<file path="src/rtl/asrc_pkg.sv">
// constants, state codes and decode helpers for the sleep rail controller
package asrc_pkg;

  // clock and timing
  localparam int ASRC_CLK_KHZ = 10_000;
  localparam real ASRC_POR_EXT_MS = 3.3;
  localparam real ASRC_DEGLITCH_US = 200.0;
  localparam real ASRC_MAIN_WAIT_MS = 50.0;
  localparam int ASRC_POR_CYC = int'($ceil(ASRC_POR_EXT_MS * ASRC_CLK_KHZ));
  localparam int ASRC_DEGLITCH_CYC = int'($ceil(ASRC_DEGLITCH_US * ASRC_CLK_KHZ / 1000.0));
  localparam int ASRC_MAIN_WAIT_CYC = int'($ceil(ASRC_MAIN_WAIT_MS * ASRC_CLK_KHZ));
  localparam int ASRC_TMR_W = 20;

  // register map, byte addresses
  localparam logic [7:0] ASRC_CTRL_OFS = 8'h00;
  localparam logic [7:0] ASRC_STATUS_OFS = 8'h04;
  localparam logic [31:0] ASRC_CTRL_RST = 32'h0000_0000;
  localparam int ASRC_CTRL_SHDN_BIT = 0;

  // status field positions
  localparam int ASRC_ST_STATE_LSB = 0;
  localparam int ASRC_ST_POR_BIT = 2;
  localparam int ASRC_ST_MAIN_BIT = 3;
  localparam int ASRC_ST_MEM33_BIT = 4;
  localparam int ASRC_ST_AUXKEEP_BIT = 5;
  localparam int ASRC_ST_D5KEEP_BIT = 6;
  localparam int ASRC_ST_FAULT_BIT = 7;
  localparam int ASRC_ST_SHDN_BIT = 8;
  localparam int ASRC_ST_DGL_BIT = 9;

  typedef enum logic [1:0] {
    ST_RESET = 2'b00,
    ST_ACTIVE = 2'b01,
    ST_SUSPEND = 2'b10,
    ST_SOFTOFF = 2'b11
  } asrc_state_e;

  // ST_RESET here marks the forbidden combination
  function automatic asrc_state_e asrc_decode(input logic susp_n, input logic off_n);
    asrc_decode = ST_RESET;
    if (susp_n && off_n) asrc_decode = ST_ACTIVE;
    else if (!susp_n && off_n) asrc_decode = ST_SUSPEND;
    else if (!susp_n && !off_n) asrc_decode = ST_SOFTOFF;
  endfunction : asrc_decode

  function automatic logic asrc_legal(input asrc_state_e from, input asrc_state_e to);
    asrc_legal = (to != ST_RESET) && (from != to) &&
                 ((from == ST_ACTIVE) || (to == ST_ACTIVE) || (from == ST_RESET));
  endfunction : asrc_legal

endpackage : asrc_pkg

</file>
<file path="src/rtl/asrc_timer.sv">
// one-shot down counter with a single-cycle done pulse
`timescale 1ns/1ns
`default_nettype none
module asrc_timer #(
  parameter int W = 20
) (
  // clock and reset
  input wire logic pclk,
  input wire logic presetn,
  // control
  input wire logic start,
  input wire logic abort,
  input wire logic [W-1:0] load,
  // status
  output logic busy,
  output logic done
);

  logic [W-1:0] cnt;

  // start wins over abort so a restart never gets lost
  always_ff @(posedge pclk or negedge presetn) begin
    if (!presetn) begin
      cnt <= '0;
      done <= 1'b0;
    end else begin
      done <= 1'b0;
      if (start) begin
        cnt <= load;
      end else if (abort) begin
        cnt <= '0;
      end else if (cnt != '0) begin
        cnt <= cnt - 1'b1;
        if (cnt == W'(1)) done <= 1'b1;
      end
    end
  end

  assign busy = (cnt != '0);

endmodule : asrc_timer
`default_nettype wire

</file>
<file path="src/rtl/asrc_core.sv">
// sleep-state decode, rail enables and fault flag for the triple rail controller
//
// Notes on behaviour
// RULE1: after standby supply is good, hold internal reset 3.3 ms more
// RULE2: capture memory voltage select once per standby power-on trip
// RULE3: both high active, off high suspend low RAM, both low off
// RULE4: aux 3.3 V on except soft-off with keep enable high
// RULE5: 5 V dual on in active, in sleep only if keep enable set
// RULE6: memory rail on in active and suspend, off in soft-off
// RULE7: captured select picks 2.5 V (low R) or 3.3 V (high R)
// RULE8: no direct move between suspend and soft-off
// RULE9: keep enables follow pins only in active, reset or shutdown
// RULE10: suspend request change starts 200 us timer, then valid request applies
// RULE11: soft-start node low turns all outputs off and fault low; mem_level_33 still follows the captured select
// RULE12: active state drives main switch gate
// RULE13: sleep drives aux 3.3 V regulator and 5 V sleep switch
// RULE14: memory uses internal pass in sleep, external drive in active
// RULE15: under-voltage watched on memory, aux and 5 V rails
// RULE16: keep enables latched on sleep entry, reset release, shutdown exit
// RULE17: fault high when a rail below 69 percent, no shutdown
// RULE18: no under-voltage detect on disabled rails or during ramp
// RULE19: powered into active, switches wait 50 ms after 12 V good
// RULE20: inputs synchronised, timeouts counted in clock cycles; only the request and keep enable pins are synchronised
//
// Local design decisions: the APB slave port and the placing of the registers.
`timescale 1ns/1ns
`default_nettype none
module asrc_core
  import asrc_pkg::*;
#(
  parameter int POR_CYC = ASRC_POR_CYC,
  parameter int MAIN_WAIT_CYC = ASRC_MAIN_WAIT_CYC
) (
  // clock and reset
  input wire logic pclk,
  input wire logic presetn,
  // apb slave
  input wire logic psel,
  input wire logic penable,
  input wire logic pwrite,
  input wire logic [7:0] paddr,
  input wire logic [31:0] pwdata,
  output logic [31:0] prdata,
  output logic pready,
  output logic pslverr,
  // chipset requests and keep enables
  input wire logic suspend_ram_req_n,
  input wire logic soft_off_req_n,
  input wire logic aux33_keep_en_n,
  input wire logic dual5_keep_en,
  // supply and soft-start status
  input wire logic standby_supply,
  input wire logic supply12_ok,
  input wire logic soft_start_low,
  input wire logic soft_start_done,
  input wire logic mem_select_resistor,
  // rail under-voltage comparators, high when below threshold
  input wire logic mem_rail_sense,
  input wire logic aux33_rail_sense,
  input wire logic dual5_rail_sense,
  // drive outputs
  output logic main_switch_gate,
  output logic aux33_sleep_drive,
  output logic dual5_sleep_gate,
  output logic mem_active_drive,
  output logic mem_active_full_on,
  output logic mem_sleep_pass,
  output logic mem_level_33,
  output logic fault_memsel
);

  localparam logic [ASRC_TMR_W-1:0] POR_LOAD = ASRC_TMR_W'(POR_CYC);
  localparam logic [ASRC_TMR_W-1:0] MAIN_LOAD = ASRC_TMR_W'(MAIN_WAIT_CYC);
  localparam logic [ASRC_TMR_W-1:0] DGL_LOAD = ASRC_TMR_W'(ASRC_DEGLITCH_CYC);

  ////////////////////////////////////////////////////////////////////////////
  // input synchronisers

  logic [3:0] pin_meta;
  logic [3:0] pin_sync;
  logic susp_n;
  logic off_n;
  logic aux_keep_pin_n;
  logic d5_keep_pin;

  always_ff @(posedge pclk or negedge presetn) begin
    if (!presetn) begin
      pin_meta <= 4'hc; // requests idle high, so no false edge after reset
      pin_sync <= 4'hc;
    end else begin
      pin_meta <= {suspend_ram_req_n, soft_off_req_n, aux33_keep_en_n, dual5_keep_en}; // RULE20
      pin_sync <= pin_meta;
    end
  end

  assign {susp_n, off_n, aux_keep_pin_n, d5_keep_pin} = pin_sync;

  ////////////////////////////////////////////////////////////////////////////
  // standby power-on extension and memory select capture

  logic standby_q;
  logic por_done;
  logic por_tmr_done;
  logic por_busy;
  logic mem_sel33;
  logic [31:0] ctrl;
  logic shutdown;

  assign shutdown = soft_start_low | ctrl[ASRC_CTRL_SHDN_BIT];

  asrc_timer #(.W(ASRC_TMR_W)) u_por_tmr (
    .pclk(pclk),
    .presetn(presetn),
    .start(standby_supply & ~standby_q),
    .abort(~standby_supply),
    .load(POR_LOAD),
    .busy(por_busy),
    .done(por_tmr_done)
  );

  always_ff @(posedge pclk or negedge presetn) begin
    if (!presetn) begin
      standby_q <= 1'b0;
      por_done <= 1'b0;
      mem_sel33 <= 1'b0;
    end else begin
      standby_q <= standby_supply;
      if (!standby_supply) begin
        por_done <= 1'b0; // RULE1
      end else if (por_tmr_done) begin
        por_done <= 1'b1; // RULE1
        mem_sel33 <= mem_select_resistor; // RULE2
      end
    end
  end

  ////////////////////////////////////////////////////////////////////////////
  // 12 V settle wait before the main switches close

  logic main_ready;
  logic main_busy;
  logic main_tmr_done;
  logic main_start;

  assign main_start = supply12_ok & por_done & ~main_ready & ~main_busy & ~main_tmr_done;

  asrc_timer #(.W(ASRC_TMR_W)) u_main_tmr (
    .pclk(pclk),
    .presetn(presetn),
    .start(main_start),
    .abort(~supply12_ok | ~por_done),
    .load(MAIN_LOAD),
    .busy(main_busy),
    .done(main_tmr_done)
  );

  always_ff @(posedge pclk or negedge presetn) begin
    if (!presetn) begin
      main_ready <= 1'b0;
    end else if (!supply12_ok || !por_done) begin
      main_ready <= 1'b0;
    end else if (main_tmr_done) begin
      main_ready <= 1'b1; // RULE19
    end
  end

  ////////////////////////////////////////////////////////////////////////////
  // request deglitch and state machine

  asrc_state_e state;
  asrc_state_e next_state;
  asrc_state_e req_state;
  logic susp_q;
  logic dgl_busy;
  logic dgl_done;

  assign req_state = asrc_decode(susp_n, off_n); // RULE3

  // only the suspend request restarts the filter; it may lead soft-off by 200 us
  asrc_timer #(.W(ASRC_TMR_W)) u_dgl_tmr (
    .pclk(pclk),
    .presetn(presetn),
    .start(por_done & (susp_n ^ susp_q)), // RULE10
    .abort(~por_done),
    .load(DGL_LOAD),
    .busy(dgl_busy),
    .done(dgl_done)
  );

  always_comb begin
    next_state = state;
    if (!por_done) begin
      next_state = ST_RESET; // RULE1
    end else if (state == ST_RESET) begin
      if (req_state != ST_RESET) next_state = req_state;
    end else if (dgl_done && asrc_legal(state, req_state)) begin
      next_state = req_state; // RULE8 RULE10
    end
  end

  always_ff @(posedge pclk or negedge presetn) begin
    if (!presetn) begin
      state <= ST_RESET;
      susp_q <= 1'b1;
    end else begin
      state <= next_state;
      susp_q <= susp_n;
    end
  end

  ////////////////////////////////////////////////////////////////////////////
  // keep enable latches, transparent outside sleep

  logic aux_keep_n;
  logic d5_keep;
  logic keep_open;

  assign keep_open = (state == ST_ACTIVE) || (state == ST_RESET) || shutdown; // RULE9

  always_ff @(posedge pclk or negedge presetn) begin
    if (!presetn) begin
      aux_keep_n <= 1'b0;
      d5_keep <= 1'b0;
    end else if (keep_open) begin
      aux_keep_n <= aux_keep_pin_n; // RULE16
      d5_keep <= d5_keep_pin; // RULE16
    end
  end

  ////////////////////////////////////////////////////////////////////////////
  // rail enables, drive outputs and fault

  logic is_active;
  logic is_sleep;
  logic aux_on;
  logic d5_on;
  logic mem_on;
  logic uv_any;

  assign is_active = (state == ST_ACTIVE) && !shutdown;
  assign is_sleep = ((state == ST_SUSPEND) || (state == ST_SOFTOFF)) && !shutdown; // RULE11
  assign aux_on = is_active || (state == ST_SUSPEND && is_sleep) ||
                  (state == ST_SOFTOFF && is_sleep && !aux_keep_n); // RULE4
  assign d5_on = is_active || (is_sleep && d5_keep); // RULE5
  assign mem_on = is_active || (state == ST_SUSPEND && is_sleep); // RULE6
  // a rail whose switches are still open counts as disabled
  assign uv_any = soft_start_done && // RULE18
                  ((mem_rail_sense && mem_on && (is_sleep || main_ready)) ||
                   (aux33_rail_sense && aux_on && (is_sleep || main_ready)) ||
                   (dual5_rail_sense && d5_on && (is_sleep || main_ready))); // RULE15

  always_ff @(posedge pclk or negedge presetn) begin
    if (!presetn) begin
      main_switch_gate <= 1'b0;
      mem_active_drive <= 1'b0;
      mem_active_full_on <= 1'b0;
    end else begin
      main_switch_gate <= is_active && main_ready; // RULE12 RULE19
      mem_active_drive <= is_active && main_ready; // RULE14
      mem_active_full_on <= is_active && main_ready && mem_sel33; // RULE14
    end
  end

  always_ff @(posedge pclk or negedge presetn) begin
    if (!presetn) begin
      aux33_sleep_drive <= 1'b0;
      dual5_sleep_gate <= 1'b0;
      mem_sleep_pass <= 1'b0;
    end else begin
      aux33_sleep_drive <= is_sleep && aux_on; // RULE13
      dual5_sleep_gate <= is_sleep && d5_on; // RULE13
      mem_sleep_pass <= is_sleep && mem_on; // RULE14
    end
  end

  // flag only: nothing is switched off by a fault
  always_ff @(posedge pclk or negedge presetn) begin
    if (!presetn) begin
      fault_memsel <= 1'b0;
      mem_level_33 <= 1'b0;
    end else begin
      fault_memsel <= uv_any && !shutdown; // RULE17 RULE11
      mem_level_33 <= mem_sel33; // RULE7
    end
  end

  ////////////////////////////////////////////////////////////////////////////
  // apb register file, zero wait states

  logic setup;
  logic access;
  logic hit_ctrl;
  logic hit_status;
  logic [31:0] status;

  assign setup = psel && !penable;
  assign access = psel && penable;
  assign hit_ctrl = (paddr == ASRC_CTRL_OFS);
  assign hit_status = (paddr == ASRC_STATUS_OFS);
  assign pready = 1'b1;
  assign pslverr = access && !hit_ctrl && !hit_status;

  always_comb begin
    status = 32'h0000_0000;
    status[ASRC_ST_STATE_LSB +: 2] = state;
    status[ASRC_ST_POR_BIT] = por_done;
    status[ASRC_ST_MAIN_BIT] = main_ready;
    status[ASRC_ST_MEM33_BIT] = mem_sel33;
    status[ASRC_ST_AUXKEEP_BIT] = aux_keep_n;
    status[ASRC_ST_D5KEEP_BIT] = d5_keep;
    status[ASRC_ST_FAULT_BIT] = fault_memsel;
    status[ASRC_ST_SHDN_BIT] = shutdown;
    status[ASRC_ST_DGL_BIT] = dgl_busy;
  end

  always_ff @(posedge pclk or negedge presetn) begin
    if (!presetn) begin
      ctrl <= ASRC_CTRL_RST;
    end else if (access && pwrite && hit_ctrl) begin
      ctrl <= pwdata & 32'h0000_0001;
    end
  end

  // read data is sampled in setup so the access phase needs no wait
  always_ff @(posedge pclk or negedge presetn) begin
    if (!presetn) begin
      prdata <= 32'h0000_0000;
    end else if (setup && !pwrite) begin
      prdata <= hit_ctrl ? ctrl : (hit_status ? status : 32'h0000_0000);
    end
  end
endmodule : asrc_core
`default_nettype wire

</file>
<file path="config.mk">
export PLATFORM = sky130hd
export DESIGN_NAME = asrc_core
export DESIGN_NICKNAME = d
export VERILOG_FILES = /design/src/rtl/asrc_pkg.sv /design/src/rtl/asrc_timer.sv /design/src/rtl/asrc_core.sv
export SDC_FILE = /design/constraint.sdc
export NUM_CORES = 1
export LEC_CHECK = 0
export ABC_AREA = 1
export ABC_CLOCK_PERIOD_IN_PS = 1600
export BUFFER_PORTS_ARGS = -buffer_cell sky130_fd_sc_hd__buf_4
export CORE_UTILIZATION = 25
export CTS_CLUSTER_DIAMETER = 100
export DETAILED_ROUTE_END_ITERATION = 12
export GPL_ROUTABILITY_DRIVEN = 0
export PLACE_DENSITY_LB_ADDON = 0.08
export SLEW_MARGIN = 30
export SYNTH_ARGS = -nofsm -noshare
export SYNTH_HDL_FRONTEND = slang
export SYNTH_SLANG_ARGS = --single-unit
</file>
<file path="constraint.sdc">
create_clock -name pclk -period 1.6 [get_ports pclk]
set_input_delay 0.08 -clock pclk [delete_from_list [all_inputs] [get_ports pclk]]
set_output_delay 0.08 -clock pclk [all_outputs]
set_load 0.02 [all_outputs]
</file>
# Word-level counts from Yosys, hierarchy flattened
# Cells that the tools add are included.
dict set report totals {
  word_cells 155
  ram_bits 0
  latch_bits 0
  output_inout_bits 42
  inputBits 57
  mem_bits_ro 0
  regBits 120
  n_memories 0
}
dict set report classes {
  bitwise 15
  add_sub_neg 3
  n_eq_ne 14
  reduce_logical 64
  n_lt_le_gt_ge 0
  multipliers 0
  n_div 0
  mux 34
  n_shift 0
}
# operator count
set ops {}
lappend ops {{$mux 20} 9}
lappend ops {{$eq 20x1->1 const B} 3}
lappend ops {{$reduce_bool 20->1} 3}
lappend ops {{$sub 20x1->20 const B} 3}
lappend ops {{$logic_and 1x1->1} 32}
lappend ops {{$mux 10} 2}
lappend ops {{$mux 1} 16}
lappend ops {{$mux 2} 7}
lappend ops {{$logic_or 1x1->1} 12}
lappend ops {{$logic_not 1->1} 10}
lappend ops {{$ne 3x1->1 const B} 3}
lappend ops {{$eq 8x3->1 const B} 1}
lappend ops {{$logic_not 8->1} 1}
lappend ops {{$and 1x1->1} 6}
lappend ops {{$not 1->1} 6}
lappend ops {{$eq 2x1->1 const B} 2}
lappend ops {{$eq 2x2->1 const B} 2}
lappend ops {{$reduce_and 2->1} 2}
lappend ops {{$reduce_bool 2->1} 2}
lappend ops {{$ne 3x2->1 const B} 1}
lappend ops {{$reduce_bool 3->1} 1}
lappend ops {{$logic_not 2->1} 1}
lappend ops {{$ne 2x1->1 const B} 1}
lappend ops {{$ne 2x2->1} 1}
lappend ops {{2 further kinds} 3}

# Logic depth before layout (Yosys ltp)
dict set report depth {
  word_depth 13
  depth_mapped 10
}

# Hierarchy
# A second synthesis with hierarchy kept.
dict set report hier_totals {
  hier_cells 813
  area_unflattened_um2 6273.5
}
# mod cells_per_inst instances area_each_um2
set by_module_without_submodules {}
lappend by_module_without_submodules {asrc_timer 209 3 1536.5}
lappend by_module_without_submodules {asrc_core 186 1 1664.1}

# Worst setup path before layout
# OpenSTA, ideal clock, no wires.
dict set report synth_timing {
  path_type {register -> register}
  start {reg pin_sync[2]}
  end {reg state[1]}
  arrival_ps 1342
  required_ps 1480
  stages_incl_launch_ff 10
  path_slack_ps 139
  period_less_slack_ps 1461
  path_buffers 0
  path_cell_list {dfstp_2 > inv_1 > ha_1 > nand3b_1 > nand2_1 > nand2_1 > nand3_1 > inv_1 > nor2_1 > nor2_1}
}
dict set report synth_between {
  elab_chain_cells 12
  elab_cells_between_ends 22
}
# item line_no
set synth_rtl {}
lappend synth_rtl {{start, declared} asrc_core.sv:80} ;# logic [3:0] pin_sync;
lappend synth_rtl {{start signal, assigned} asrc_core.sv:92} ;# pin_sync <= pin_meta;
lappend synth_rtl {{$logic_not 1->1} asrc_pkg.sv:43} ;# else if (!susp_n && !off_n) asrc_decode = ST_SOFTOFF;
lappend synth_rtl {{$logic_and 1x1->1} asrc_pkg.sv:43}
lappend synth_rtl {{$mux 2} asrc_pkg.sv:43}
lappend synth_rtl {{$mux 2} asrc_pkg.sv:42} ;# else if (!susp_n && off_n) asrc_decode = ST_SUSPEND;
lappend synth_rtl {{$mux 2 (*)} asrc_pkg.sv:41} ;# if (susp_n && off_n) asrc_decode = ST_ACTIVE;
lappend synth_rtl {{$eq 2x1->1} asrc_pkg.sv:48} ;# ((from == ST_ACTIVE) || (to == ST_ACTIVE) || (from == ST_RESET));
lappend synth_rtl {{$logic_or 1x1->1 (2 in series)} asrc_pkg.sv:48}
lappend synth_rtl {{$logic_and 1x1->1} asrc_pkg.sv:47} ;# asrc_legal = (to != ST_RESET) && (from != to) &&
lappend synth_rtl {{$logic_and 1x1->1} asrc_core.sv:196} ;# end else if (dgl_done && asrc_legal(state, req_state)) begin
lappend synth_rtl {{$ne 3x1->1 (no line)} -}
lappend synth_rtl {{$reduce_and 2->1 (no line)} -}
lappend synth_rtl {{end signal, assigned} asrc_core.sv:206} ;# state <= next_state;
lappend synth_rtl {{end, declared} asrc_core.sv:170} ;# asrc_state_e state;
# Mark *: on every way between the ends. The rest lies on a longest branch, timed or not. The select of a mux whose other input is x is not followed.
# A chain may end at the register's enable or synchronous reset.

# Worst setup path after layout
dict set report layout_timing {
  start {reg u_dgl_tmr.cnt[8]}
  end {reg u_dgl_tmr.cnt[3]}
}
dict set report layout_between {
  elab_chain_cells 2
}
# item line_no
set layout_rtl {}
lappend layout_rtl {{start, declared} asrc_timer.sv:19} ;# logic [W-1:0] cnt;
lappend layout_rtl {{start signal, assigned} asrc_timer.sv:29} ;# cnt <= load;
lappend layout_rtl {{start signal, assigned} asrc_timer.sv:33} ;# cnt <= cnt - 1'b1;
lappend layout_rtl {{$reduce_bool 20->1} asrc_timer.sv:32} ;# end else if (cnt != '0) begin
lappend layout_rtl {{$ne 3x1->1 (no line)} -}
# No other way between the ends.

==> insert_results.sql <==
INSERT INTO impl_metrics (metric_group, metric, value, unit) VALUES
('yosys', 'netlist_top_cells_area', 'dfrtp_1, nand2_1, nor2_1, inv_1, nand3_1', ''),
('worst_hold_path', 'hold_path.class', 'primary input to register', ''),
('yosys', 'synth-warning-count', '0', ''),
('power_and_ir_drop', 'design_power_total', '0.005776', 'W'),
('yosys', 'synth-main-ff-cell', 'dfrtp_1', ''),
('run_status', 'status', 'complete, no violations', ''),
('finish', 'post-route-cell-area', '0.006994', 'mm^2'),
('yosys', 'yosysMostFrequentCell', 'nand2_1', ''),
('worst_setup_path', 'r2r_end', 'u_dgl_tmr.cnt[3]', ''),
('floorplanning', 'fp.dieW', '148.9', 'um'),
('finish', 'num_antenna_cells', '0', ''),
('drt', 'wl_met2', '6353', 'um'),
('drt', 'met3_wirelength', '489', 'um'),
('finish', 'fin_cells', '1079', ''),
('timing', 'timing.final.setup_violations', '0', ''),
('timing', 'clock_skew', '0.005785', 'ns'),
('drt', 'wirelength_met1', '6218', 'um'),
('clocking', 'cts.clk_slew.worst_paths', '0.07', 'ns'),
('clocking', 'ctsHtreeMaxLevel', '3', ''),
('worst_setup_path', 'setup.worst_path.end_class', 'register', ''),
('finish', 'area_delta_synth_final', '29.58', '%'),
('worst_setup_path', 'timing.critical_path.fanout_max', '7', ''),
('yosys', 'synthesis.area_per_instance', '7.823', 'um^2'),
('global_routing', 'antenna_found_initial', '0', ''),
('timing', 'timing.final.crit_share', '94.81', '%'),
('worst_setup_path', 'arrival', '1.77', 'ns'),
('global_routing', 'global_route_wire_length_before_repair', '21820', 'um'),
('finish', 'num-fill-cells', '2260', ''),
('power_and_ir_drop', 'power_density', '825.8', 'mW/mm^2'),
('global_routing', 'grt.overflow.total', '0', ''),
('drt', 'num_vias', '4522', ''),
('clocking', 'tritoncts', 'done', ''),
('placed_design', 'placed_cells', '1047', ''),
('worst_hold_path', 'min_to', 'main_ready', ''),
('placed_design', 'io_buffers', '44', ''),
('yosys', 'yosys_cell_types', '36', ''),
('power_and_ir_drop', 'leakage', '3.828', 'nW'),
('clocking', 'clk_path_buf_depth', '2', ''),
('clocking', 'cts_buffers', '9', ''),
('yosys', 'most_numerous_cell_types_in_the_synthesized_netlist', 'nand2_1, nor2_1, dfrtp_1, inv_1, nand3_1', ''),
('yosys', 'netlist_area_before_placement', '0.005398', 'mm^2'),
('timing', 'report.final.slew_viol_count', '0', ''),
('global_routing', 'grt_start_max_net_pins', '33', ''),
('worst_setup_path', 'cp_data_required_time', '1.85', 'ns'),
('global_routing', 'first_global_vias', '4384', ''),
('placed_design', 'dp_slack', '0.007193', 'ns'),
('floorplanning', 'die_area', '0.02218', 'mm^2'),
('floorplanning', 'die_height', '148.9', 'um'),
('timing', 'period_minus_slack', '1.517', 'ns'),
('drt', 'drt-pass1-iter-count', '4', ''),
('clocking', 'cts_num_sinks', '98', ''),
('worst_setup_path', 'r2r.worst_path.cells', '8', ''),
('drt', 'drc_errors', '0', ''),
('yosys', 'ys_async_sr_fraction', '100.0', '%'),
('yosys', 'synth_top_area_cell', 'dfrtp_1', ''),
('worst_setup_path', 'critPathLaunchType', 'register', ''),
('global_routing', 'grt.total_usage', '12.51', '%'),
('worst_hold_path', 'timing.hold.worst.start', 'supply12_ok', ''),
('finish', 'post_route_cells_drive_above_1_share', '27.11', '%'),
('run', 'cap_viol_max_count', '0', ''),
('drt', 'top_signal_layer_used', 'met4', ''),
('worst_setup_path', 'timing.setup.critical_path_class', 'register to register', ''),
('clocking', 'worst_skew_pair.late_latency', '0.35', 'ns'),
('yosys', 'yosysTopAreaCellShare', '43.12', '%'),
('floorplanning', 'row_count', '53', ''),
('floorplanning', 'num_io_pins', '99', ''),
('worst_setup_path', 'worst_r2r_startpoint', 'u_dgl_tmr.cnt[8]', ''),
('timing', 'max_clk_rate', '0.6592', 'GHz'),
('worst_hold_path', 'worstHoldPathCells', '3', ''),
('placed_design', 'placement.cell_area', '0.006306', 'mm^2'),
('worst_setup_path', 'reg2reg_slack', '0.08', 'ns');
worst max-delay path: stages, from the launching register on:
cell	delay (ns)
dfrtp_2	0.45
nor2_4	0.15
nand2_4	0.08
nor2_4	0.18
nand3_2	0.13
nor2_4	0.22
nand2_4	0.11
nand2_1	0.07
inv_1	0.03
flip-flops by register name (all words and copies together), names as in the netlist, 2 cells and up:
name and cells:
prdata 10, state 2, u_dgl_tmr.cnt 20, u_por_tmr.cnt 20
pin_sync 4, u_main_tmr.cnt 20, pin_meta 4
how the worst max path moves through the flow:
| stage | end | slack (ns) | cells after the start | from |
|---|---|---|---|---|
| 3_5_place_dp | u_dgl_tmr.cnt[5] | 0.007 | 9 | u_dgl_tmr.cnt[0] |
| 5_1_grt | u_por_tmr.cnt[12] | -0.05 | 8 | u_por_tmr.cnt[18] |
| 3_3_place_gp | u_dgl_tmr.cnt[5] | 0.03 | 9 | u_dgl_tmr.cnt[0] |
| 4_1_cts | u_dgl_tmr.cnt[1] | 0.003 | 7 | u_dgl_tmr.cnt[0] |
| 6_report | u_dgl_tmr.cnt[3] | 0.08 | 8 | u_dgl_tmr.cnt[8] |
| 2_1_floorplan | state[1] | 0.14 | 9 | pin_sync[2] |
cells in the final DEF (no fill, tap or decap), types with 3 or more instances in the layout:
cell type	n
xnor2_1	3
dlygate4sd3_1	7
nor2_1	96
nand3_2	5
or2_2	7
o21ai_0	32
dfrtp_1	91
nand4_1	14
inv_2	11
nand2_2	16
nor3_1	11
nand2_4	4
nor3_2	3
nor2_2	26
nand3_1	45
o21bai_1	3
xor2_1	18
nor2_4	14
buf_4	94
a21oi_1	20
ha_1	7
dfstp_2	5
clkbuf_16	9
nand2_1	125
inv_1	80
nand3b_1	3
conb_1	23
repair_timing:
item / 4_1_cts / 5_1_grt
cloned: 0 / 1
setup buffers: 0 / 8
gates resized for setup: 1 / 66
hold endpoints to repair: 32 / 0
setup endpoints to repair: 1 / 56
pin swaps: 0 / 17
hold buffers: 7 / 0
kinds of logic after synthesis:
family | count (synthesis) | share of synthesized area (%)
buffers and inverters | 121 | 10.43
adders and majority gates | 11 | 2.550
AOI/OAI and AO/OA | 66 | 6.699
xor gates and xnor gates | 21 | 3.408
and+or+nand+nor | 371 | 31.22
DFF | 98 | 45.55
other | 2 | 0.1391
cell type report:
cell class	count	area [um^2]	share of cell area (%)
Clock buffer	10	239.0	3.417
Clock inverter	6	97.59	1.395
Multi-Input combinational cell	493	2666	38.12
Inverter	92	347.8	4.973
Timing Repair Buffer	105	838.3	11.99
Sequential cell	98	2461	35.19
Tap cell	275	344.1	4.919
routing by layer:
metal	GRT usage, %	vias up
met3	3.089	8
met2	20.91	65
met5	0	-
met1	16.03	2104
li1	-	2345
met4	3.214	0
through the flow:
stage	TNS (ns)	utilization, %
final	0	33.17
after global routing	-0.1774	33.17
after CTS	0	31.84
after detailed placement	0	29.90
after global placement	0	29.90
after floorplan	0	-
where the power goes:
| group | internal (W) | switching, W |
|---|---|---|
| logic | 0.000278 | 0.000442 |
| registers | 0.00254 | 0.0000535 |
| clock network | 0.00144 | 0.00103 |
Power figures use the tool's default switching activity.
